===== config.mk =====
export PLATFORM = sky130hd
export DESIGN_NAME = csi_regs
export DESIGN_NICKNAME = d
export VERILOG_FILES = /design/src/logic/csi_pkg.sv /design/src/logic/csi_regs.sv
export SDC_FILE = /design/constraint.sdc
export NUM_CORES = 1
export LEC_CHECK = 0
export BUFFER_PORTS_ARGS = -buffer_cell sky130_fd_sc_hd__buf_2
export CELL_PAD_IN_SITES_DETAIL_PLACEMENT = 0
export CELL_PAD_IN_SITES_GLOBAL_PLACEMENT = 1
export CORE_MARGIN = 5
export CORE_UTILIZATION = 40
export DETAILED_ROUTE_END_ITERATION = 10
export PLACE_DENSITY = 0.78
export REMOVE_ABC_BUFFERS = 1
export SLEW_MARGIN = 20
export SYNTH_ARGS = -nofsm -noshare
export SYNTH_HDL_FRONTEND = slang
export SYNTH_SLANG_ARGS = --single-unit

===== constraint.sdc =====
create_clock -name clk_sys -period 5.2 [get_ports clk_sys]
set_clock_uncertainty 0.2 [all_clocks]
set_input_delay 0.26 -clock clk_sys [delete_from_list [all_inputs] [get_ports clk_sys]]
set_output_delay 0.26 -clock clk_sys [all_outputs]
set_load 0.1 [all_outputs]

===== src/logic/csi_pkg.sv =====
// Purpose: shared constants and types for the core status, interrupt and configuration registers
// Assumes: one core clock, registers reached over the core register port and the host port
// Notes: field positions of the configuration word are carried by csi_cfg_s
package csi_pkg;

    // ==================================================================
    // register selection and addresses
    typedef enum logic [1:0] {
        CSI_SEL_CONFIG,
        CSI_SEL_STICKY,
        CSI_SEL_LATCH,
        CSI_SEL_MASK
    } csi_sel_e;

    localparam logic [7:0] CSI_CONFIG_ADDR = 8'h00;

    // ==================================================================
    // sticky status bit positions
    localparam int CSI_ALU_UNF = 0;
    localparam int CSI_ALU_OVF = 1;
    localparam int CSI_ALU_FIX = 2;
    localparam int CSI_ALU_INV = 5;
    localparam int CSI_MUL_FIX = 6;
    localparam int CSI_MUL_OVF = 7;
    localparam int CSI_MUL_UNF = 8;
    localparam int CSI_MUL_INV = 9;
    localparam int CSI_CB7 = 17;
    localparam int CSI_CB15 = 18;
    localparam int CSI_PC_FULL = 21;
    localparam int CSI_PC_EMPTY = 22;
    localparam int CSI_SS_OVF = 23;
    localparam int CSI_SS_EMPTY = 24;
    localparam int CSI_LS_OVF = 25;
    localparam int CSI_LS_EMPTY = 26;
    localparam logic [31:0] CSI_STICKY_STATUS_SW_MASK = 32'h0006_03e7;
    localparam logic [31:0] CSI_STICKY_STATUS_RESET = 32'h0000_0000;

    // ==================================================================
    // interrupt latch and mask
    localparam int CSI_IRQ_RESET = 1;
    localparam int CSI_IRQ_STACK = 3;
    localparam int CSI_IRQ_TMR_HI = 4;
    localparam int CSI_IRQ_VECTOR = 5;
    localparam int CSI_IRQ_EXT = 6;
    localparam int CSI_IRQ_DMA = 10;
    localparam int CSI_IRQ_LINK = 20;
    localparam int CSI_IRQ_CB = 21;
    localparam int CSI_IRQ_TMR_LO = 23;
    localparam int CSI_IRQ_ARITH = 24;
    localparam logic [31:0] CSI_LATCH_WR_MASK = 32'hffff_fdf8;
    localparam logic [31:0] CSI_MASK_FORCED = 32'h0000_0002;
    // mask reset value is arbitrary: only the reset interrupt enabled
    localparam logic [31:0] CSI_MASK_RESET = 32'h0000_0002;
    localparam logic [31:0] CSI_VEC_INT_BASE = 32'h0002_0000;
    localparam logic [31:0] CSI_VEC_EXT_BASE = 32'h0040_0000;
    localparam int CSI_VEC_SHIFT = 2;

    // ==================================================================
    // configuration word
    localparam logic [31:0] CSI_CFG_RESET = 32'h0000_0010;
    localparam logic [31:0] CSI_CFG_DEFINED = 32'h1007_ff7f;
    localparam logic [1:0] CSI_HPM_NONE = 2'h0;
    localparam logic [1:0] CSI_HPM_16_32 = 2'h1;
    localparam logic [1:0] CSI_HPM_16_48 = 2'h2;
    localparam logic [1:0] CSI_HPM_32_48 = 2'h3;

    typedef struct packed {
        logic [2:0] rsv_hi;
        logic memory_grouping;
        logic [8:0] rsv_mid;
        logic dma_priority_sel;
        logic [1:0] ext_bus_priority;
        logic [3:0] bank_size_field;
        logic buffer_hang_disable;
        logic ready_drive_sel;
        logic block1_width;
        logic block0_width;
        logic host_pack_flush;
        logic host_pack_order;
        logic [1:0] host_packing_field;
        logic instruction_word_transfer;
        logic internal_vector_table_sel;
        logic boot_select_override;
        logic soft_reset_bit;
    } csi_cfg_s;

    typedef enum logic {
        CSI_PACK_FIRST,
        CSI_PACK_SECOND
    } csi_pack_e;

    // ==================================================================
    // event and control carriers
    typedef struct packed {
        logic alu_unf;
        logic alu_ovf;
        logic alu_fix;
        logic alu_inv;
        logic mul_fix;
        logic mul_ovf;
        logic mul_unf;
        logic mul_inv;
        logic cb7_ovf;
        logic cb15_ovf;
    } csi_arith_s;

    typedef struct packed {
        logic pc_full;
        logic pc_empty;
        logic ss_ovf;
        logic ss_empty;
        logic ls_ovf;
        logic ls_empty;
    } csi_stack_s;

    typedef struct packed {
        logic tmr_zero;
        logic vector_irq;
        logic [2:0] ext_irq;
        logic [9:0] dma_done;
        logic link_req;
        logic [3:0] arith_exc;
    } csi_irqsrc_s;

    typedef struct packed {
        logic mem_select_en;
        logic boot_mem_sel;
        logic direct_word48;
        logic ready_out;
        logic ready_oe_n;
    } csi_ctrl_s;

endpackage


===== src/logic/csi_regs.sv =====
// Purpose: sticky status, interrupt latch and mask, and system configuration registers
// Assumes: inputs synchronous to clk_sys, hardware events are one-cycle or level sets
// Notes: core port reaches all four registers, host port reaches the configuration word only
//
// Contract
// - stack status bits 21 to 26 ignore software writes.
// - defined status bits stay set until cleared, except 21, 22, 24, 26 which are live.
// - arithmetic sticky bits: 0 underflow, 1 overflow, 2 fixed overflow, 5 invalid.
// - multiplier sticky bits: 6 fixed overflow, 7 overflow, 8 underflow, 9 invalid.
// - bit 17 records buffer 7 overflow, bit 18 buffer 15 overflow.
// - stack flags at 21 to 26: pc full/empty, status, loop overflow/empty.
// - latch and mask share bit positions; lower bit index wins priority.
// - interrupt vector sits at four times its bit index from table base.
// - reset clears latch; mask one enables; reset interrupt read-only, never masked.
// - sources: stack 3, timer 4 and 23, buffers 21-22, arithmetic 24-27, software 28-31.
// - dma channels 0-9 at bits 10-19, pins at 6-8, link requests at 20.
// - configuration word answers at address zero and resets to 16-bit packing.
// - packing field bits 4-5: none, 16-32, 16-48, 32-48.
// - configuration bit 0 performs a reset equal to the reset pin.
// - bit 1 disables memory selects and drives the boot memory select.
// - bit 2 picks internal or external vector table in no-boot mode only.
// - bit 3 forces 48-bit direct transfers over block width bits.
// - bits 8 and 9 choose 32 or 40 bit data for blocks 0 and 1.
// - bit 6 selects packing order, bit 7 flushes packing state.
// - bits 16-17 bus priority, bit 18 rotating or sequential dma priority.
// - bit 10 ready drive, bit 11 hang prevention, bits 12-15 bank size.
`timescale 1ns/1ns

module csi_regs (
    // clock and reset
    input wire logic clk_sys,
    input wire logic reset_n,
    input wire logic ce,
    // core register port
    input wire logic core_wr,
    input wire logic core_rd,
    input wire csi_pkg::csi_sel_e core_sel,
    input wire logic [31:0] core_wdata,
    output logic [31:0] core_rdata_reg,
    // host port to the configuration word
    input wire logic host_wr,
    input wire logic host_rd,
    input wire logic [7:0] host_addr,
    input wire logic [31:0] host_wdata,
    output logic [31:0] host_rdata_reg,
    // hardware events and levels
    input wire csi_pkg::csi_arith_s arith_i,
    input wire csi_pkg::csi_stack_s stack_i,
    input wire csi_pkg::csi_irqsrc_s irqsrc_i,
    input wire logic boot_mode_i,
    input wire logic dev_ready_i,
    // results
    output csi_pkg::csi_cfg_s cfg_reg,
    output csi_pkg::csi_ctrl_s ctrl_reg,
    output logic irq_req_reg,
    output logic [31:0] irq_vector_reg,
    output logic soft_reset_reg
);

    // ==================================================================
    // helpers
    function automatic logic [4:0] first_idx(input logic [31:0] pend);
        logic [4:0] idx;
        idx = 5'h00;
        for (int i = 31; i >= 0; i--) begin
            if (pend[i]) begin
                idx = 5'(i);
            end
        end
        return idx;
    endfunction

    logic [31:0] sticky_reg, sticky_next, latch_reg, latch_next, mask_reg, mask_next;
    logic [31:0] evt_vec, live_vec, src_vec, pend_next, pend_cur, vec_base;
    logic [31:0] cfg_word, core_rdata_next, host_rdata_next, irq_vector_next;
    logic [15:0] hold_reg, hold_next;
    csi_pkg::csi_pack_e pack_reg, pack_next;
    csi_pkg::csi_cfg_s cfg_next, cfg_in;
    csi_pkg::csi_ctrl_s ctrl_next;
    logic cfg_wr, host_cfg, host_commit, irq_req_next, soft_reset_bit_next;

    // ==================================================================
    // event mapping
    always_comb begin
        evt_vec = '0;
        evt_vec[csi_pkg::CSI_ALU_UNF] = arith_i.alu_unf;
        evt_vec[csi_pkg::CSI_ALU_OVF] = arith_i.alu_ovf;
        evt_vec[csi_pkg::CSI_ALU_FIX] = arith_i.alu_fix;
        evt_vec[csi_pkg::CSI_ALU_INV] = arith_i.alu_inv;
        evt_vec[csi_pkg::CSI_MUL_FIX] = arith_i.mul_fix;
        evt_vec[csi_pkg::CSI_MUL_OVF] = arith_i.mul_ovf;
        evt_vec[csi_pkg::CSI_MUL_UNF] = arith_i.mul_unf;
        evt_vec[csi_pkg::CSI_MUL_INV] = arith_i.mul_inv;
        evt_vec[csi_pkg::CSI_CB7] = arith_i.cb7_ovf;
        evt_vec[csi_pkg::CSI_CB15] = arith_i.cb15_ovf;
        evt_vec[csi_pkg::CSI_SS_OVF] = stack_i.ss_ovf;
        evt_vec[csi_pkg::CSI_LS_OVF] = stack_i.ls_ovf;
        live_vec = '0;
        live_vec[csi_pkg::CSI_PC_FULL] = stack_i.pc_full;
        live_vec[csi_pkg::CSI_PC_EMPTY] = stack_i.pc_empty;
        live_vec[csi_pkg::CSI_SS_EMPTY] = stack_i.ss_empty;
        live_vec[csi_pkg::CSI_LS_EMPTY] = stack_i.ls_empty;
        src_vec = '0;
        src_vec[csi_pkg::CSI_IRQ_STACK] = stack_i.ss_ovf | stack_i.ls_ovf | stack_i.pc_full;
        src_vec[csi_pkg::CSI_IRQ_TMR_HI] = irqsrc_i.tmr_zero;
        src_vec[csi_pkg::CSI_IRQ_TMR_LO] = irqsrc_i.tmr_zero;
        src_vec[csi_pkg::CSI_IRQ_VECTOR] = irqsrc_i.vector_irq;
        src_vec[csi_pkg::CSI_IRQ_EXT +: 3] = irqsrc_i.ext_irq;
        src_vec[csi_pkg::CSI_IRQ_DMA +: 10] = irqsrc_i.dma_done;
        src_vec[csi_pkg::CSI_IRQ_LINK] = irqsrc_i.link_req;
        src_vec[csi_pkg::CSI_IRQ_CB] = arith_i.cb7_ovf;
        src_vec[csi_pkg::CSI_IRQ_CB + 1] = arith_i.cb15_ovf;
        src_vec[csi_pkg::CSI_IRQ_ARITH +: 4] = irqsrc_i.arith_exc;
    end

    // ==================================================================
    // status, latch and mask
    always_comb begin
        sticky_next = sticky_reg;
        latch_next = latch_reg;
        mask_next = mask_reg;
        if (core_wr && core_sel == csi_pkg::CSI_SEL_STICKY) begin
            // stack bits are outside the software mask
            sticky_next = (sticky_reg & ~csi_pkg::CSI_STICKY_STATUS_SW_MASK)
                | (core_wdata & csi_pkg::CSI_STICKY_STATUS_SW_MASK);
        end
        sticky_next = sticky_next | evt_vec;
        sticky_next[csi_pkg::CSI_PC_FULL] = live_vec[csi_pkg::CSI_PC_FULL];
        sticky_next[csi_pkg::CSI_PC_EMPTY] = live_vec[csi_pkg::CSI_PC_EMPTY];
        sticky_next[csi_pkg::CSI_SS_EMPTY] = live_vec[csi_pkg::CSI_SS_EMPTY];
        sticky_next[csi_pkg::CSI_LS_EMPTY] = live_vec[csi_pkg::CSI_LS_EMPTY];
        if (core_wr && core_sel == csi_pkg::CSI_SEL_LATCH) begin
            // software interrupts 28-31 are raised by writing ones here
            latch_next = core_wdata & csi_pkg::CSI_LATCH_WR_MASK;
        end
        latch_next = latch_next | src_vec;
        if (core_wr && core_sel == csi_pkg::CSI_SEL_MASK) begin
            mask_next = (core_wdata & csi_pkg::CSI_LATCH_WR_MASK)
                | csi_pkg::CSI_MASK_FORCED;
        end
        if (soft_reset_reg) begin
            sticky_next = csi_pkg::CSI_STICKY_STATUS_RESET;
            latch_next = '0;
            mask_next = csi_pkg::CSI_MASK_RESET;
        end
    end

    // ==================================================================
    // configuration word and host packing
    always_comb begin
        cfg_word = 32'(cfg_reg);
        cfg_next = cfg_reg;
        hold_next = hold_reg;
        pack_next = pack_reg;
        host_cfg = host_wr && host_addr == csi_pkg::CSI_CONFIG_ADDR;
        host_commit = 1'b0;
        soft_reset_bit_next = 1'b0;
        if (host_cfg) begin
            // 16-bit host modes assemble two halves before committing
            case (cfg_reg.host_packing_field)
                csi_pkg::CSI_HPM_16_32, csi_pkg::CSI_HPM_16_48: begin
                    case (pack_reg)
                        csi_pkg::CSI_PACK_FIRST: begin
                            hold_next = host_wdata[15:0];
                            pack_next = csi_pkg::CSI_PACK_SECOND;
                        end
                        csi_pkg::CSI_PACK_SECOND: begin
                            cfg_word = cfg_reg.host_pack_order
                                ? {hold_reg, host_wdata[15:0]}
                                : {host_wdata[15:0], hold_reg};
                            host_commit = 1'b1;
                            pack_next = csi_pkg::CSI_PACK_FIRST;
                        end
                        default: pack_next = csi_pkg::CSI_PACK_FIRST;
                    endcase
                end
                default: begin
                    cfg_word = host_wdata;
                    host_commit = 1'b1;
                end
            endcase
        end
        // core write wins over a host write in the same cycle
        if (core_wr && core_sel == csi_pkg::CSI_SEL_CONFIG) begin
            cfg_word = core_wdata;
        end
        cfg_in = csi_pkg::csi_cfg_s'(cfg_word);
        cfg_wr = (core_wr && core_sel == csi_pkg::CSI_SEL_CONFIG) || host_commit;
        if (cfg_wr) begin
            cfg_next = csi_pkg::csi_cfg_s'(cfg_word & csi_pkg::CSI_CFG_DEFINED);
            soft_reset_bit_next = cfg_in.soft_reset_bit;
            cfg_next.soft_reset_bit = 1'b0;
            if (cfg_in.host_pack_flush) begin
                pack_next = csi_pkg::CSI_PACK_FIRST;
            end
        end
        if (soft_reset_reg) begin
            cfg_next = csi_pkg::csi_cfg_s'(csi_pkg::CSI_CFG_RESET);
            pack_next = csi_pkg::CSI_PACK_FIRST;
            hold_next = '0;
            soft_reset_bit_next = 1'b0;
        end
    end

    // ==================================================================
    // derived controls, interrupt request and read data
    always_comb begin
        ctrl_next.mem_select_en = !cfg_next.boot_select_override;
        ctrl_next.boot_mem_sel = cfg_next.boot_select_override;
        // block width bits still steer 40-bit data when this is low
        ctrl_next.direct_word48 = cfg_next.instruction_word_transfer;
        ctrl_next.ready_out = dev_ready_i;
        // open drain drives only the low level
        ctrl_next.ready_oe_n = !(cfg_next.ready_drive_sel || !dev_ready_i);
        vec_base = (boot_mode_i || cfg_next.internal_vector_table_sel)
            ? csi_pkg::CSI_VEC_INT_BASE : csi_pkg::CSI_VEC_EXT_BASE;
        pend_next = latch_next & mask_next;
        irq_req_next = |pend_next;
        irq_vector_next = vec_base
            + (32'(first_idx(pend_next)) << csi_pkg::CSI_VEC_SHIFT);
        core_rdata_next = core_rdata_reg;
        if (core_rd) begin
            case (core_sel)
                csi_pkg::CSI_SEL_CONFIG: core_rdata_next = 32'(cfg_reg);
                csi_pkg::CSI_SEL_STICKY: core_rdata_next = sticky_reg;
                csi_pkg::CSI_SEL_LATCH: core_rdata_next = latch_reg;
                csi_pkg::CSI_SEL_MASK: core_rdata_next = mask_reg;
                default: core_rdata_next = '0;
            endcase
        end
        host_rdata_next = host_rdata_reg;
        if (host_rd) begin
            host_rdata_next = (host_addr == csi_pkg::CSI_CONFIG_ADDR) ? 32'(cfg_reg) : '0;
        end
        if (soft_reset_reg) begin
            core_rdata_next = '0;
            host_rdata_next = '0;
        end
    end

    always_ff @(posedge clk_sys or negedge reset_n) begin
        if (!reset_n) begin
            sticky_reg <= csi_pkg::CSI_STICKY_STATUS_RESET;
            latch_reg <= '0;
            mask_reg <= csi_pkg::CSI_MASK_RESET;
            cfg_reg <= csi_pkg::csi_cfg_s'(csi_pkg::CSI_CFG_RESET);
            hold_reg <= '0;
            pack_reg <= csi_pkg::CSI_PACK_FIRST;
            ctrl_reg <= '{mem_select_en: 1'b1, ready_oe_n: 1'b1, default: 1'b0};
            irq_req_reg <= 1'b0;
            irq_vector_reg <= csi_pkg::CSI_VEC_EXT_BASE;
            core_rdata_reg <= '0;
            host_rdata_reg <= '0;
            soft_reset_reg <= 1'b0;
        end else if (ce) begin
            sticky_reg <= sticky_next;
            latch_reg <= latch_next;
            mask_reg <= mask_next;
            cfg_reg <= cfg_next;
            hold_reg <= hold_next;
            pack_reg <= pack_next;
            ctrl_reg <= ctrl_next;
            irq_req_reg <= irq_req_next;
            irq_vector_reg <= irq_vector_next;
            core_rdata_reg <= core_rdata_next;
            host_rdata_reg <= host_rdata_next;
            soft_reset_reg <= soft_reset_bit_next;
        end
    end

    // ==================================================================
    // checks
    assign pend_cur = latch_reg & mask_reg;

    stack_readonly_a: assert property (@(posedge clk_sys) disable iff (!reset_n)
        (ce && !soft_reset_reg && sticky_reg[csi_pkg::CSI_SS_OVF]) |=> sticky_reg[csi_pkg::CSI_SS_OVF])
        else $error("status stack overflow bit lost");
    sticky_hold_a: assert property (@(posedge clk_sys) disable iff (!reset_n)
        (ce && !soft_reset_reg && sticky_reg[csi_pkg::CSI_MUL_INV]
            && !(core_wr && core_sel == csi_pkg::CSI_SEL_STICKY))
        |=> sticky_reg[csi_pkg::CSI_MUL_INV])
        else $error("sticky bit dropped without a clear");
    live_follow_a: assert property (@(posedge clk_sys) disable iff (!reset_n)
        (ce && !soft_reset_reg) |=> sticky_reg[csi_pkg::CSI_PC_EMPTY] == $past(stack_i.pc_empty))
        else $error("pc stack empty does not follow its level");
    set_wins_a: assert property (@(posedge clk_sys) disable iff (!reset_n)
        (ce && !soft_reset_reg && arith_i.alu_unf) |=> sticky_reg[csi_pkg::CSI_ALU_UNF])
        else $error("underflow event lost");
    latch_clear_a: assert property (@(posedge clk_sys) disable iff (!reset_n)
        (ce && soft_reset_reg) |=> (latch_reg == '0 && mask_reg[csi_pkg::CSI_IRQ_RESET]))
        else $error("soft reset left latch set");
    dma_map_a: assert property (@(posedge clk_sys) disable iff (!reset_n)
        (ce && !soft_reset_reg && irqsrc_i.dma_done[9]) |=> latch_reg[19])
        else $error("dma channel 9 not latched at bit 19");
    vector_prio_a: assert property (@(posedge clk_sys) disable iff (!reset_n)
        pend_cur[csi_pkg::CSI_IRQ_TMR_HI]
        |-> (irq_req_reg && irq_vector_reg[6:0] <= 7'h10))
        else $error("timer vector outranked by lower priority");
    cfg_reset_a: assert property (@(posedge clk_sys) disable iff (!reset_n)
        (ce && soft_reset_reg) |=> (32'(cfg_reg) == csi_pkg::CSI_CFG_RESET && !soft_reset_reg))
        else $error("configuration not reloaded");
    soft_reset_a: assert property (@(posedge clk_sys) disable iff (!reset_n)
        (ce && !soft_reset_reg && core_wr && core_sel == csi_pkg::CSI_SEL_CONFIG && core_wdata[0])
        |=> soft_reset_reg ##1 (!ce || latch_reg == '0))
        else $error("software reset not raised");
    boot_sel_a: assert property (@(posedge clk_sys) disable iff (!reset_n)
        ctrl_reg.boot_mem_sel |-> (!ctrl_reg.mem_select_en && cfg_reg.boot_select_override))
        else $error("memory selects active with boot override");
    flush_zero_a: assert property (@(posedge clk_sys) disable iff (!reset_n)
        !cfg_reg.host_pack_flush)
        else $error("flush bit reads as one");

    pack_cover_c: cover property (@(posedge clk_sys) disable iff (!reset_n)
        ce && host_commit && pack_reg == csi_pkg::CSI_PACK_SECOND);
    irq_cover_c: cover property (@(posedge clk_sys) disable iff (!reset_n)
        ce && irq_req_reg && pend_cur[csi_pkg::CSI_IRQ_DMA]);
    clear_cover_c: cover property (@(posedge clk_sys) disable iff (!reset_n)
        ce && core_wr && core_sel == csi_pkg::CSI_SEL_STICKY && arith_i.alu_unf);

endmodule


# --- Word-level counts from Yosys, hierarchy flattened ---
# Cells that the tools add are included.
classes:
  add_sub_neg: 1
  mul: 0
  div: 0
  n_lt_le_gt_ge: 0
  eq_ne: 7
  n_shift: 0
  mux: 67
  n_bitwise: 7
  reduce_logical: 26
ops:
  columns: ["op", "count"]
  rows:
  - ["two-way mux 32 bit", 13]
  - ["two-way mux 5 bit", 32]
  - ["two-way mux 29 bit", 5]
  - ["case mux 32 bit (4 select lines)", 1]
  - ["two-way mux 16 bit", 4]
  - ["AND 32 bit", 1]
  - ["OR 32 x 19 -> 32 bit", 1]
  - ["OR 32 x 26 -> 32 bit", 1]
  - ["OR 32 x 28 -> 32 bit", 1]
  - ["OR reduction 32 bit", 1]
  - ["adder 23 x 7 -> 24 bit", 1]
  - ["two-way mux 23 bit", 1]
  - ["two-way mux 1 bit", 10]
  - ["nonzero test 2 bit", 5]
  - ["logical NOT 8 bit", 1]
  - ["AND reduction 4 bit", 2]
  - ["equality test 2 bit (second input constant)", 3]
  - ["AND reduction 2 bit", 3]
  - ["logical AND 1 bit", 5]
  - ["equality test 2 x 1 -> 1 bit (second input constant)", 2]
  - ["!= test 4 bit (second input constant)", 1]
  - ["logical NOT 1 bit", 3]
  - ["logical OR 1 bit", 3]
  - ["nonzero test 3 bit", 1]
  - ["6 further kinds", 7]
totals:
  register_bits: 246
  latchBits: 0
  ramBits: 0
  mem_bits_ro: 0
  inputBits: 119
  output_inout_bits: 135
  word_cells: 138
  memories: 0

# --- Longest topological paths before layout ---
# Gate-level depths: netlist of run 1.
depth:
  depth_word: 39
  mapped_depth: 11

# --- Worst setup path after synthesis of run 1 ---
# Ideal clock, no wire load.
synth_timing:
  kind: "flip-flop to flip-flop"
  startpoint: "register cfg_reg[5] (netlist name)"
  endpoint: "register cfg_reg[17] (netlist name)"
  arrival_ns: 2.816
  path_slack_ns: 2.088
  path_stages_with_launch: 9
  path_buffers: 1
  path_cell_list: "dfrtp_1 xnor2_1 inv_1 ha_1 nand4b_1 nor2_1 o31ai_1 clkbuf_1 o31ai_1"
synth_via:
  elab_chain_cells: 7
  word_cells_on_any_way: 14
  classes_between: "3 x eq/ne; 7 x mux; 4 x reduce/logical"
synth_lines:
  columns: ["item", "line_no", "rtl"]
  rows:
  - ["start, declared", "csi_regs.sv:53", "output csi_pkg::csi_cfg_s cfg_reg,"]
  - ["start signal, assigned", "csi_regs.sv:246", "cfg_reg <= csi_pkg::csi_cfg_s'(csi_pkg::CSI_CFG_RESET);"]
  - ["start signal, assigned", "csi_regs.sv:259", "cfg_reg <= cfg_next;"]
  - ["equality test 2 x 1 -> 1 bit / equality test 2 bit (equally long branches)", "csi_regs.sv:160", "case (cfg_reg.host_packing_field)"]
  - ["OR reduction 2 bit *", "csi_regs.sv:160", null]
  - ["two-way mux 29 bit / two-way mux 1 bit (equally long branches)", "csi_regs.sv:160", null]
  - ["two-way mux 29 bit / two-way mux 1 bit (equally long branches)", "csi_regs.sv:158", "if (host_cfg) begin"]
  - ["two-way mux 29 bit / logical OR 1 bit (equally long branches)", "csi_regs.sv:184, csi_regs.sv:188", null]
  - ["two-way mux 32 bit / nonzero test 2 bit (equally long branches)", null, null]
  - ["two-way mux 32 bit / AND reduction 4 bit (equally long branches)", null, null]
# Every way passes the cells marked *; elsewhere a longest branch is shown, timed or not. The select of a mux whose other input is x is not followed.
# A chain may end at the register's enable or synchronous reset.

# --- Final worst setup path of run 1 ---
layout_timing:
  startpoint: "register cfg_reg[4] (netlist name)"
  endpoint: "register cfg_reg[17] (netlist name)"
# Same word-level chain as after synthesis.

==> impl.org, run 1 <==
** Hold path
- Hold depth :: 3
- Min-Delay Path Class :: primary input to flip-flop
- Launch instance of the worst min-delay path :: core_wdata[4]
- Terminating pin of the worst hold path :: latch_reg[4]

** Clock network
- Root buffer cell :: sky130_fd_sc_hd__clkbuf_16
- Buffers from clock root to sink, at most :: 2
- Buffers added to address setup during post-CTS repair amount to 0.
- Clock-pin transition on the worst setup and hold timing paths :: 70 ps
- Clock buffers created by TritonCTS :: 17
- Count of clock tree sinks :: 178
- In this run the number of H-tree levels came out at 4.
- CTS tree :: yes
- For the worst-skew pair, the clock arrives at the later sink with an insertion delay of 440 ps.

** Floorplan
- The floorplan has 59 rows.
- Num ports :: 254
- The die covers 29,200 µm².
- For this configuration, the core starts out at a cell density of 40.3%.
- Horiz. Die Dim :: 171 µm
- In this run the standard cell core region covers 25,800 µm².
- DIE HEIGHT :: 171 µm

** GRT
- Met3 track utilization from global routing :: 3.97%
- The first global-routing pass estimated 52,900 µm of wire.
- Number of global-route vias before repair :: 9,153
- For this run the aggregate overflow at the end of global routing stands at 0.
- Overall track demand over capacity in global routing :: 23.0%
- Initial antenna violation count :: 3
- met2 is the most crowded layer.
- Pin count of the biggest net entering global routing :: 105
- For this run, global-route usage on met2 was measured as 37.4%.
- Grt met1 use :: 31.9%

** Layout
- Count of non-filler cells in the finished layout :: 1,664
- Layout area overhead :: 22.2%
- After filler insertion, the fill cell instance count of the layout stands at 2,480.
- Fraction of layout instances using a drive strength above 1 :: 23.6%
- After the last flow step, the layout net total stands at 1,435.
- In the final layout, flip-flops and latches occupy 4460 µm².
- Combined area of the multi-input logic cells :: 5210 µm²
- After routing the design area is 12,700 µm².

** Timing
- Setup repair after global routing missed its margin :: no
- Setup slack of the critical path after layout :: 2140 ps
- Final Slew Violations :: 0
- Summed over all failing endpoints, the final setup total negative slack is 0 ps.
- Shortest period the worst path allows :: 3060 ps
- The worst path uses 58.8% of the clock period.
- Headroom to the max-slew limit came out at 35.6%.
- Final Setup Violations :: 0
- At the pin with the least slew margin, the transition time is 966 ps.
- Final hold analysis gives a worst-case slack of 13.0 ps.
- Final Hold Viols :: 0
- Timing would allow up to 327 MHz.

** Critical path
- CP max-delay cell :: sky130_fd_sc_hd__dfstp_2
- Worst endpoint required time :: 5330 ps
- Reg2reg setup slack :: 2140 ps
- RR Startpoint :: cfg_reg[4]
- On the worst path, the slowest cell contributes a delay of 590 ps.
- In this design, the critical path's most frequently occurring cell is sky130_fd_sc_hd__buf_4.
- CP top delay family :: simple AND/OR/NAND/NOR gates
- Reg-to-reg critical path endpoint :: cfg_reg[17]
- The worst setup path is of the flip-flop to flip-flop kind.
- R2r worst-path depth :: 9
- The signal on the critical path passes through xnor2_1 > buf_4 > inv_1 > ha_1 > nand4b_1 > nor2_1 > o31ai_2 > buf_4 > o31ai_1.
- STA classifies the critical path endpoint as a flip-flop.
- Endpoint arrival time on the critical path :: 3190 ps
- Along the worst path, the maximum fanout reaches 20.
- Together, buffers and inverters on the worst path number 3.
- The worst setup path is launched from a flip-flop.

** Synth
- Synthesis handed over a netlist of 1,101 instances.
- Area leader, netlist :: sky130_fd_sc_hd__dfrtp_1
- Sequential cells were found to cover 43.0% of the synthesized design area.
- The number of different library cells used by synthesis comes to 73.
- Number of enable flip-flop cells after synthesis :: 0
- Area contributors post-synth :: sky130_fd_sc_hd__dfrtp_1, sky130_fd_sc_hd__buf_4, sky130_fd_sc_hd__a22oi_1
- Area of the mapped netlist :: 10,400 µm²
- After synthesis, the largest area contributor takes up 41.7% of total cell area.
- In the synthesized netlist the dominant register cell turns out to be sky130_fd_sc_hd__dfrtp_1.
- Synthesis Warnings :: 0
- Async SR Flop Fraction :: 100%
- FF+latch count, synth :: 178
- Post-synthesis area per instance :: 9.42 µm²

** Route
- Via count normalized by instance count :: 5.80
- Mean routed wirelength per cell :: 20.7 µm
- Final Routed Wirelength :: 34,500 µm
- The detailed router finished its first iteration with 737 violations.
- Detailed-route via count :: 9,644
- The pre-antenna-repair detailed-routing pass consisted of 5 iterations.
- Detailed-route DRC error count :: 0
- Once detail routing completed, the nets flagged for antenna violations numbered 0.

** Place
- The congestion estimate from routability-driven global placement came to 0.869.
- Including well taps, the total number of placed cells is 1,566.
- Post-Place Setup Slack :: 1910 ps
- Total of buffers placed on input and output ports :: 202
- HPWL after detailed placement :: 23,800 µm
- Total cell area at the placement stage :: 11,400 µm²

** Power
- Combinational cells account for 34.3% of the total power.
- Net switching share of the total power :: 42.8%
- Cell internal power was estimated by the tool at 2.60 mW.
- Registers are responsible for 36.9% of the overall power.
- Sw Pwr :: 1.94 mW
- Dividing total power by cell area gives a power density of 359 nW/µm².
- Clk pwr share :: 28.8%
- IR drop worst, VDD :: 0.232 mV
- Standby leakage power :: 5.75 nW

** Run
- Number of maximum-capacitance violations :: 0

** Outcome
- The flow ran to the end, and the final reports show no timing, DRC or antenna violations.
-- stage by stage --
stage / power, mW / utilization, %
2_1_floorplan: 2.82 / -
3_3_place_gp: 3.20 / 44.3
3_5_place_dp: 3.22 / 44.3
4_1_cts: 4.57 / 49.2
5_1_grt: 4.73 / 49.2
6_report: 4.55 / 49.2
-- cells in the final DEF, fill, tap and decap left out, types with 10 or more instances in the layout --
cell	n
sky130_fd_sc_hd__dfrtp_1	172
sky130_fd_sc_hd__mux2_2	23
sky130_fd_sc_hd__a22oi_1	53
sky130_fd_sc_hd__inv_1	31
sky130_fd_sc_hd__a22o_1	44
sky130_fd_sc_hd__a211oi_1	14
sky130_fd_sc_hd__o2bb2ai_1	29
sky130_fd_sc_hd__a21oi_1	68
sky130_fd_sc_hd__nand2_1	80
sky130_fd_sc_hd__nor3_1	24
sky130_fd_sc_hd__mux2i_1	38
sky130_fd_sc_hd__and2_1	12
sky130_fd_sc_hd__o22ai_1	31
sky130_fd_sc_hd__a31oi_1	10
sky130_fd_sc_hd__nor2_1	95
sky130_fd_sc_hd__dlygate4sd3_1	65
sky130_fd_sc_hd__o21ai_0	62
sky130_fd_sc_hd__a221o_1	14
sky130_fd_sc_hd__conb_1	39
sky130_fd_sc_hd__clkbuf_16	17
sky130_fd_sc_hd__buf_4	27
sky130_fd_sc_hd__o22a_1	23
sky130_fd_sc_hd__buf_2	201
-- cell type report --
type | instances | share of cell area, %
diodes | 1 | 0.0197
clock buffers | 18 | 3.39
clock inverters | 14 | 1.28
inverters | 32 | 0.947
multi-input cells | 792 | 41.1
flip-flops and latches | 178 | 35.2
well taps | 335 | 3.31
repair buffers | 294 | 14.8
-- power by group through the flow --
stage	clock [mW]	combinational [mW]	sequential, mW
final	1.31	1.56	1.68
after global routing	1.39	1.65	1.70
after floorplan	0	0.601	2.22
after detailed placement	0	1.52	1.70
after global placement	0	1.50	1.70
after CTS	1.33	1.56	1.68
-- repair_timing --
action                    4_1_cts  5_1_grt
gates resized for setup         0        0
hold endpoints to repair      172        0
hold buffers                   65        0
-- how the worst max path moves through the flow --
stage	startpoint	end	slack, ps	cells past startpoint
after floorplan	host_rdata_reg[30]	host_rdata_reg[30]	-4460	1
after global placement	core_sel[0]	irq_vector_reg[4]	1950	10
after detailed placement	core_sel[0]	irq_vector_reg[4]	1910	10
after CTS	cfg_reg[4]	cfg_reg[17]	2120	9
after global routing	cfg_reg[4]	cfg_reg[5]	1840	8
final	cfg_reg[4]	cfg_reg[17]	2140	9
-- cell usage after synthesis, drive strengths merged, types with 14 or more instances --
| library cell | instances |
|---|---|
| buf | 90 |
| clkbuf | 47 |
| a22oi | 53 |
| mux2i | 38 |
| a21oi | 68 |
| nor2 | 96 |
| o21ai | 68 |
| mux2 | 23 |
| a221o | 14 |
| o22a | 23 |
| inv | 32 |
| dfrtp | 173 |
| a211oi | 14 |
| nand2 | 80 |
| o2bb2ai | 29 |
| a22o | 44 |
| o22ai | 31 |
| nor3 | 25 |
-- per-layer routing --
| metal | routed length (µm) | vias up |
|---|---|---|
| met5 | 21 | - |
| met2 | 16600 | 345 |
| met4 | 561 | 4 |
| li1 | - | 4465 |
| met3 | 2260 | 44 |
| met1 | 15100 | 4786 |
-- worst min-delay path: stages --
cell and delay [ps]:
sky130_fd_sc_hd__buf_2 150, sky130_fd_sc_hd__o22ai_1 110, sky130_fd_sc_hd__a21oi_1 80
-- logic make-up (layout without fill, tap and decap cells) --
group	count (synthesis)	count (layout)	share of synthesized area, %
AO/OA/AOI/OAI	414	414	28.4
AND/OR/NAND/NOR	268	268	12.1
flip-flops	178	178	43.0
buffers and inverters	169	358	8.36
multiplexers	69	69	7.90
adder cells (fa/ha/maj)	1	1	0.121
other	1	40	0.0362
XOR/XNOR	1	1	0.0845
Note: power is estimated with default switching activity, not from simulation.
==> run 2, diff against run 1 <==
Settings changed: CORE_UTILIZATION 40 to 37, PLACE_DENSITY 0.78 to 0.76.
Clock period 5.2 ns to 2.5 ns, I/O delays scaled along.
==> impl.org, run 2 (same netlist as run 1, synthesis figures left out) <==
** Clock network
- Deepest level of the CTS H-tree :: 4
- CTS tree :: yes
- At the later pin of the worst-skew pair, clock insertion delay measures 440 ps.
- Count of clock tree sinks :: 178
- Clock-pin transition on the worst setup and hold timing paths :: 80 ps
- Root buffer cell :: sky130_fd_sc_hd__clkbuf_16
- Buffers from clock root to sink, at most :: 2
- Clock buffers created by TritonCTS :: 17

** GRT
- Overall track demand over capacity in global routing :: 23.0%
- Entering global routing, the biggest net connects 66 pins.
- Number of global-route vias before repair :: 10,100
- Summed over all layers, the global routing overflow is 0.
- Initial antenna violation count :: 1
- Global-route wire length before repair :: 57,000 µm

** Layout
- Once layout is complete, the utilization of the core stands at 49.0%.
- Fraction of layout instances using a drive strength above 1 :: 26.6%
- The library cell used most frequently in the layout, excluding fill and tap cells, is sky130_fd_sc_hd__buf_2.
- Fin nets :: 1,525
- Layout area overhead :: 31.0%
- Top library cells by usage in the layout, fill and taps aside :: sky130_fd_sc_hd__buf_2, sky130_fd_sc_hd__dfrtp_1, sky130_fd_sc_hd__dlygate4sd3_1

** Route
- Detailed-route via count :: 10,000
- In the routed design, unresolved DRC markers number 0.
- In the routed layout, each cell is associated on average with a via count of 5.57.
- Final Routed Wirelength :: 36,700 µm
- Mean routed wirelength per cell :: 20.4 µm
- In this run, the number of DRC markers left after iteration 0 of detailed routing was 843.
- The pre-antenna-repair detailed-routing pass consisted of 5 iterations.
- Antenna Violating Nets Remaining :: 0

** Timing
- Final Hold Viols :: 0
- Tcrit/Tclk final :: 96.0%
- Setup violations remaining at the end of the flow were counted as 0.
- After routing, the total negative slack on setup checks comes to 0 ps.
- Final Slew Violations :: 0
- Setup repair after global routing missed its margin :: yes
- Max Clk Rate :: 417 MHz
- Shortest period the worst path allows :: 2400 ps
- At the pin with the least slew margin, the transition time is 799 ps.
- The worst pin sits at a relative slew slack of 46.4%.

** Place
- At the end of routability-driven placement, the weighted congestion stood at 0.878.
- Total of buffers placed on input and output ports :: 202
- HPWL after detailed placement :: 26,400 µm

** Floorplan
- The floorplan has 61 rows.
- Total die area :: 31,500 µm²
- In this run the standard cell core region covers 27,700 µm².
- Horiz. Die Dim :: 177 µm
- 254 I/O pins were placed.
- DIE HEIGHT :: 177 µm
- For this configuration, the core starts out at a cell density of 37.4%.

** Hold path
- The worst hold path begins at host_wr.
- Min-Delay Path Class :: primary input to flip-flop

** Power
- The worst-case IR drop observed on VDD is 0.433 mV.
- For this design the static power due to leakage is 6.19 nW.
- For this design the ratio of total power to cell area is 706 nW/µm².

** Critical path
- RR Startpoint :: cfg_reg[4]
- At the worst endpoint, the arrival time is 2530 ps.
- Of all nets on the critical path, the largest fanout is 9.
- Together, buffers and inverters on the worst path number 2.
- The worst setup path is launched from a flip-flop.
- The critical path is of the flip-flop to flip-flop type.
- Worst endpoint required time :: 2630 ps
- CP max-delay cell :: sky130_fd_sc_hd__dfstp_2
- Slowest stage delay, CP :: 540 ps
- In this run the worst setup path begins at cfg_reg[4].
- CP top delay family :: flip-flops
- The critical path goes through xnor2_1 > inv_1 > ha_1 > nand4b_1 > buf_4 > a211oi_1 > nor3_2 > mux2_2.
- STA classifies the critical path endpoint as a flip-flop.

** Outcome
- Status :: finished clean

** Run
- Number of maximum-capacitance violations :: 0
-- run 2: cell count changes in the layout (fill, tap and decap cells not counted), moves of 2 or more --
cell                            before  now
sky130_fd_sc_hd__nor3_2              0    2
sky130_fd_sc_hd__buf_4              27   76
sky130_fd_sc_hd__buf_12              0    9
sky130_fd_sc_hd__clkinv_8            4    1
sky130_fd_sc_hd__clkinvlp_4          0    3
sky130_fd_sc_hd__dlygate4sd3_1      65   96
-- run 2: worst paths after layout --
path / end / slack (ps) / cells after the start
setup / recovery: cfg_reg[2] / 100 / 8
min in group asynchronous: ctrl_reg[1] / 50 / 2
setup reg to reg: cfg_reg[2] / 100 / 8
hold / removal: pack_reg / 20 / 4
hold reg to reg: core_rdata_reg[29] / 270 / 2
max in group asynchronous: hold_reg[3] / 1220 / 3
-- run 2: metal layers --
metal	wire length (µm)	part of all wire (%)	vias to the layer above	global-route usage, %
li1	-	-	4646	-
met1	16200	44	4962	31.5
met2	17300	47	349	37.5
met3	2230	6.1	57	4.20
met4	902	2.5	2	6.41
met5	7	0.019	-	0
-- run 2: where the power goes --
group | switching [mW] | internal [mW]
registers | 0.296 | 3.20
clock network | 1.32 | 1.33
logic | 2.44 | 1.01
total | 4.05 | 5.54
-- run 2: worst register-to-register path, cell delays in order (launching register included) --
cell and delay (ps):
sky130_fd_sc_hd__dfstp_2 540, sky130_fd_sc_hd__xnor2_1 130, sky130_fd_sc_hd__inv_1 110, sky130_fd_sc_hd__ha_1 190
sky130_fd_sc_hd__nand4b_1 200, sky130_fd_sc_hd__buf_4 230, sky130_fd_sc_hd__a211oi_1 340, sky130_fd_sc_hd__nor3_2 100
sky130_fd_sc_hd__mux2_2 270
-- run 2: cell type report --
class / count / area [µm²]
Antenna cell: 1 / 2.50
Clock buffer: 18 / 429
Clock inverter: 14 / 139
Fill cell: 2643 / 14100
Inverter: 32 / 120
Multi-Input combinational cell: 792 / 5220
Sequential cell: 178 / 4460
Tap cell: 378 / 473
Timing Repair Buffer: 384 / 2740
-- run 2: what timing repair did --
item                                    CTS  global route
endpoints found under the setup margin    0             9
endpoints found under the hold margin   180             0
setup buffers                             0             4
hold buffers                             96             0
gates resized for setup                   0             5
-- run 2: stage by stage --
stage	power (mW)	setup slack [ps]	instances	hold slack, ps	instance area (µm²)
global route	9.99	-19.2	1796	37.9	13600
floorplan	5.86	-7160	1002	-371	9770
global placement	6.79	96.1	1664	-22.3	12000
detailed placement	6.83	44.1	1664	-21.6	12000
finish	9.59	101	1797	21.4	13600
CTS	9.62	48.9	1792	3.73	13500
==> run 3, diff against run 2 <==
Settings changed: CORE_UTILIZATION 37 to 40, HOLD_SLACK_MARGIN from default to 0.02, PLACE_DENSITY 0.76 to 0.78.
Clock period 2.5 ns to 2.8 ns, I/O delays scaled along.
==> impl.org, run 3 (same netlist as run 1, synthesis figures left out) <==
** GRT
- After global routing the overflow that remains totals 0.
- Initial antenna violation count :: 0
- Entering global routing, the biggest net connects 64 pins.
- Global-route wire length before repair :: 55,600 µm
- The via count of the first global-routing pass came to 9,698.
- In the global route stage, overall resource usage came out at 24.2%.

** Critical path
- Endpoint kind of the worst setup timing path :: flip-flop
- Sequence of cells on the critical path :: xnor2_1 > inv_1 > ha_1 > nand4b_1 > buf_4 > nor3_1 > a21oi_1 > dlygate4sd3_1 > o31ai_1
- In this design, the stage delay of the slowest critical-path cell is 560 ps.
- Worst Path Max Fanout :: 10
- Worst endpoint required time :: 2930 ps
- Crit start category :: flip-flop
- The worst setup path is of the flip-flop to flip-flop kind.
- CP max-delay cell :: sky130_fd_sc_hd__dlygate4sd3_1
- Data on the critical path arrives at its endpoint at 2850 ps.

** Floorplan
- Total die area :: 29,200 µm²
- In this run the horizontal extent of the chip is 171 µm.
- Num ports :: 254
- From bottom edge to top edge, the die measures 171 µm.
- The initial utilization of the core area, before any placement, comes to 40.3%.
- # rows :: 59
- Core Region :: 25,800 µm²

** Timing
- Setup slack of the critical path after layout :: 86.4 ps
- Headroom to the max-slew limit came out at 43.7%.
- Final Hold Viols :: 0
- Shortest period the worst path allows :: 2710 ps
- Max Clk Rate :: 369 MHz
- Final Slew Violations :: 0
- Setup repair after global routing missed its margin :: no
- Tcrit/Tclk final :: 96.9%
- Smallest hold slack :: 53.9 ps
- Final Setup Violations :: 0
- At the pin with the least slew margin, the transition time is 839 ps.

** Outcome
- Status :: finished clean

** Clock network
- After clock tree synthesis, the clock-pin slew on the worst setup and hold paths is 70 ps.
- Buffers from clock root to sink, at most :: 2
- Clock buffers created by TritonCTS :: 17
- The later pin in the worst-skew pair is clocked with a latency of 440 ps.
- The tree is rooted in a sky130_fd_sc_hd__clkbuf_16.
- Deepest level of the CTS H-tree :: 4
- Count of clock tree sinks :: 178
- CTS tree :: yes

** Power
- Of the total power, combinational logic draws 33.8%.
- Net switching is 39.9% of the power.
- Sum of internal, switching and leakage power :: 8.87 mW
- Sw Pwr :: 3.53 mW
- In this run the power density over the cells is 664 nW/µm².
- Pint :: 5.33 mW
- In this run the static leakage power is 6.06 nW.
- In this run, the clock network consumes 31.0% of the power.
- Sequential share of power :: 35.2%
- The worst-case IR drop observed on VDD is 0.646 mV.

** Hold path
- The worst hold path belongs to the class primary input to flip-flop.

** Place
- The congestion estimate from routability-driven global placement came to 0.889.
- In this run the tool buffered the top-level ports with 202 buffer cells.
- Total cell area at the placement stage :: 11,700 µm²
- Prior to clock tree synthesis, the placed netlist has a worst setup slack of 128 ps.
- Once detailed placement completed, the half-perimeter wirelength came to 24,900 µm.
- Post-Place Cells :: 1,591

** Route
- Detailed-route via count :: 9,870
- Detailed-route DRC error count :: 0
- The first routing iteration left 829 violations.
- Once detail routing completed, the nets flagged for antenna violations numbered 0.
- In the final routed layout, each cell accounts on average for 20.6 µm.
- After detailed routing, the number of vias per cell comes to 5.73.
- After detailed routing, the total wire length is 35,500 µm.
- Number of detailed-route iterations in the first pass :: 6

** Layout
- Fraction of layout instances using a drive strength above 1 :: 24.6%
- Number of fill cells in the layout :: 2,432
- Ant diodes :: 0
- Leaving out fill and tap cells, the most frequent cell in the layout is sky130_fd_sc_hd__buf_2.
- Combined area of the multi-input logic cells :: 5210 µm²
- Fin nets :: 1,495
- Layout area overhead :: 28.7%
- In the layout the commonest cells are sky130_fd_sc_hd__buf_2, sky130_fd_sc_hd__dfrtp_1, sky130_fd_sc_hd__dlygate4sd3_1.
- Area of all placed cells without fillers :: 13,300 µm²
- The count of cells in the finished layout, fillers not included, comes to 1,723.
- Register Area :: 4460 µm²

** Run
- The tool flagged a number of max-cap violations equal to 0.
==> run 3: cell types whose count changed in the layout (fill, tap and decap cells not counted), moves of 3 or more <==
cell / change
sky130_fd_sc_hd__inv_8: -4
sky130_fd_sc_hd__buf_4: -28
sky130_fd_sc_hd__bufinv_16: +5
sky130_fd_sc_hd__dlygate4sd3_1: +3
sky130_fd_sc_hd__buf_12: -4
==> run 3: critical path, delay by kind of cell, from the launching register on <==
kind                       cells  cell delay (ps)
xor gates and xnor gates       1              170
AOI/OAI and AO/OA              2              270
DFF                            1              550
and+or+nand+nor                2              340
adders and majority gates      1              210
buffers and inverters          3              870
==> run 3: through the flow <==
step                setup TNS, ps  util [%]
floorplan                 -236710         -
global placement                0      45.3
detailed placement              0      45.3
CTS                             0      51.7
global route                    0      51.8
finish                          0      51.8
==> run 3: per-layer routing <==
layer  routed length, µm  global-route usage (%)
met1               15400                    33.2
met2               17000                    39.6
met3                2470                    4.85
met4                 614                    6.03
met5                   0                       0
==> run 3: final timing paths <==
path	start	endpoint	slack, ps	cells past startpoint
setup / recovery	cfg_reg[4]	cfg_reg[17]	90	9
hold reg to reg	core_rdata_reg[19]	core_rdata_reg[19]	270	2
min in group asynchronous	reset_n	host_rdata_reg[1]	70	2
hold / removal	host_wr	pack_reg	50	4
max in group asynchronous	reset_n	ctrl_reg[4]	1520	3
setup reg to reg	cfg_reg[4]	cfg_reg[17]	90	9
==> run 3: repair_timing <==
action                                 CTS  global route
endpoints found under the hold margin  175             0
setup buffers                            0             1
hold buffers                            99             0
setup endpoints to repair                0             2
gates resized for setup                  0             1
==> run 3: power groups by stage <==
| stage | Sequential [mW] | Combinational [mW] | Clock, mW |
|---|---|---|---|
| 5_1_grt | 3.16 | 3.18 | 2.90 |
| 3_5_place_dp | 3.16 | 2.86 | 0 |
| 3_3_place_gp | 3.15 | 2.84 | 0 |
| 2_1_floorplan | 4.12 | 1.12 | 0 |
| 4_1_cts | 3.12 | 2.99 | 2.78 |
| 6_report | 3.12 | 3.00 | 2.75 |
==> run 3: area by class of cell <==
cell class,instances,share of cell area [%]
clock inverter,13,1.66
clock buffer,19,3.32
tap,335,3.14
timing repair buffer,354,18.5
sequential,178,33.4
inverter,32,0.900
multi-input combinational,792,39.0
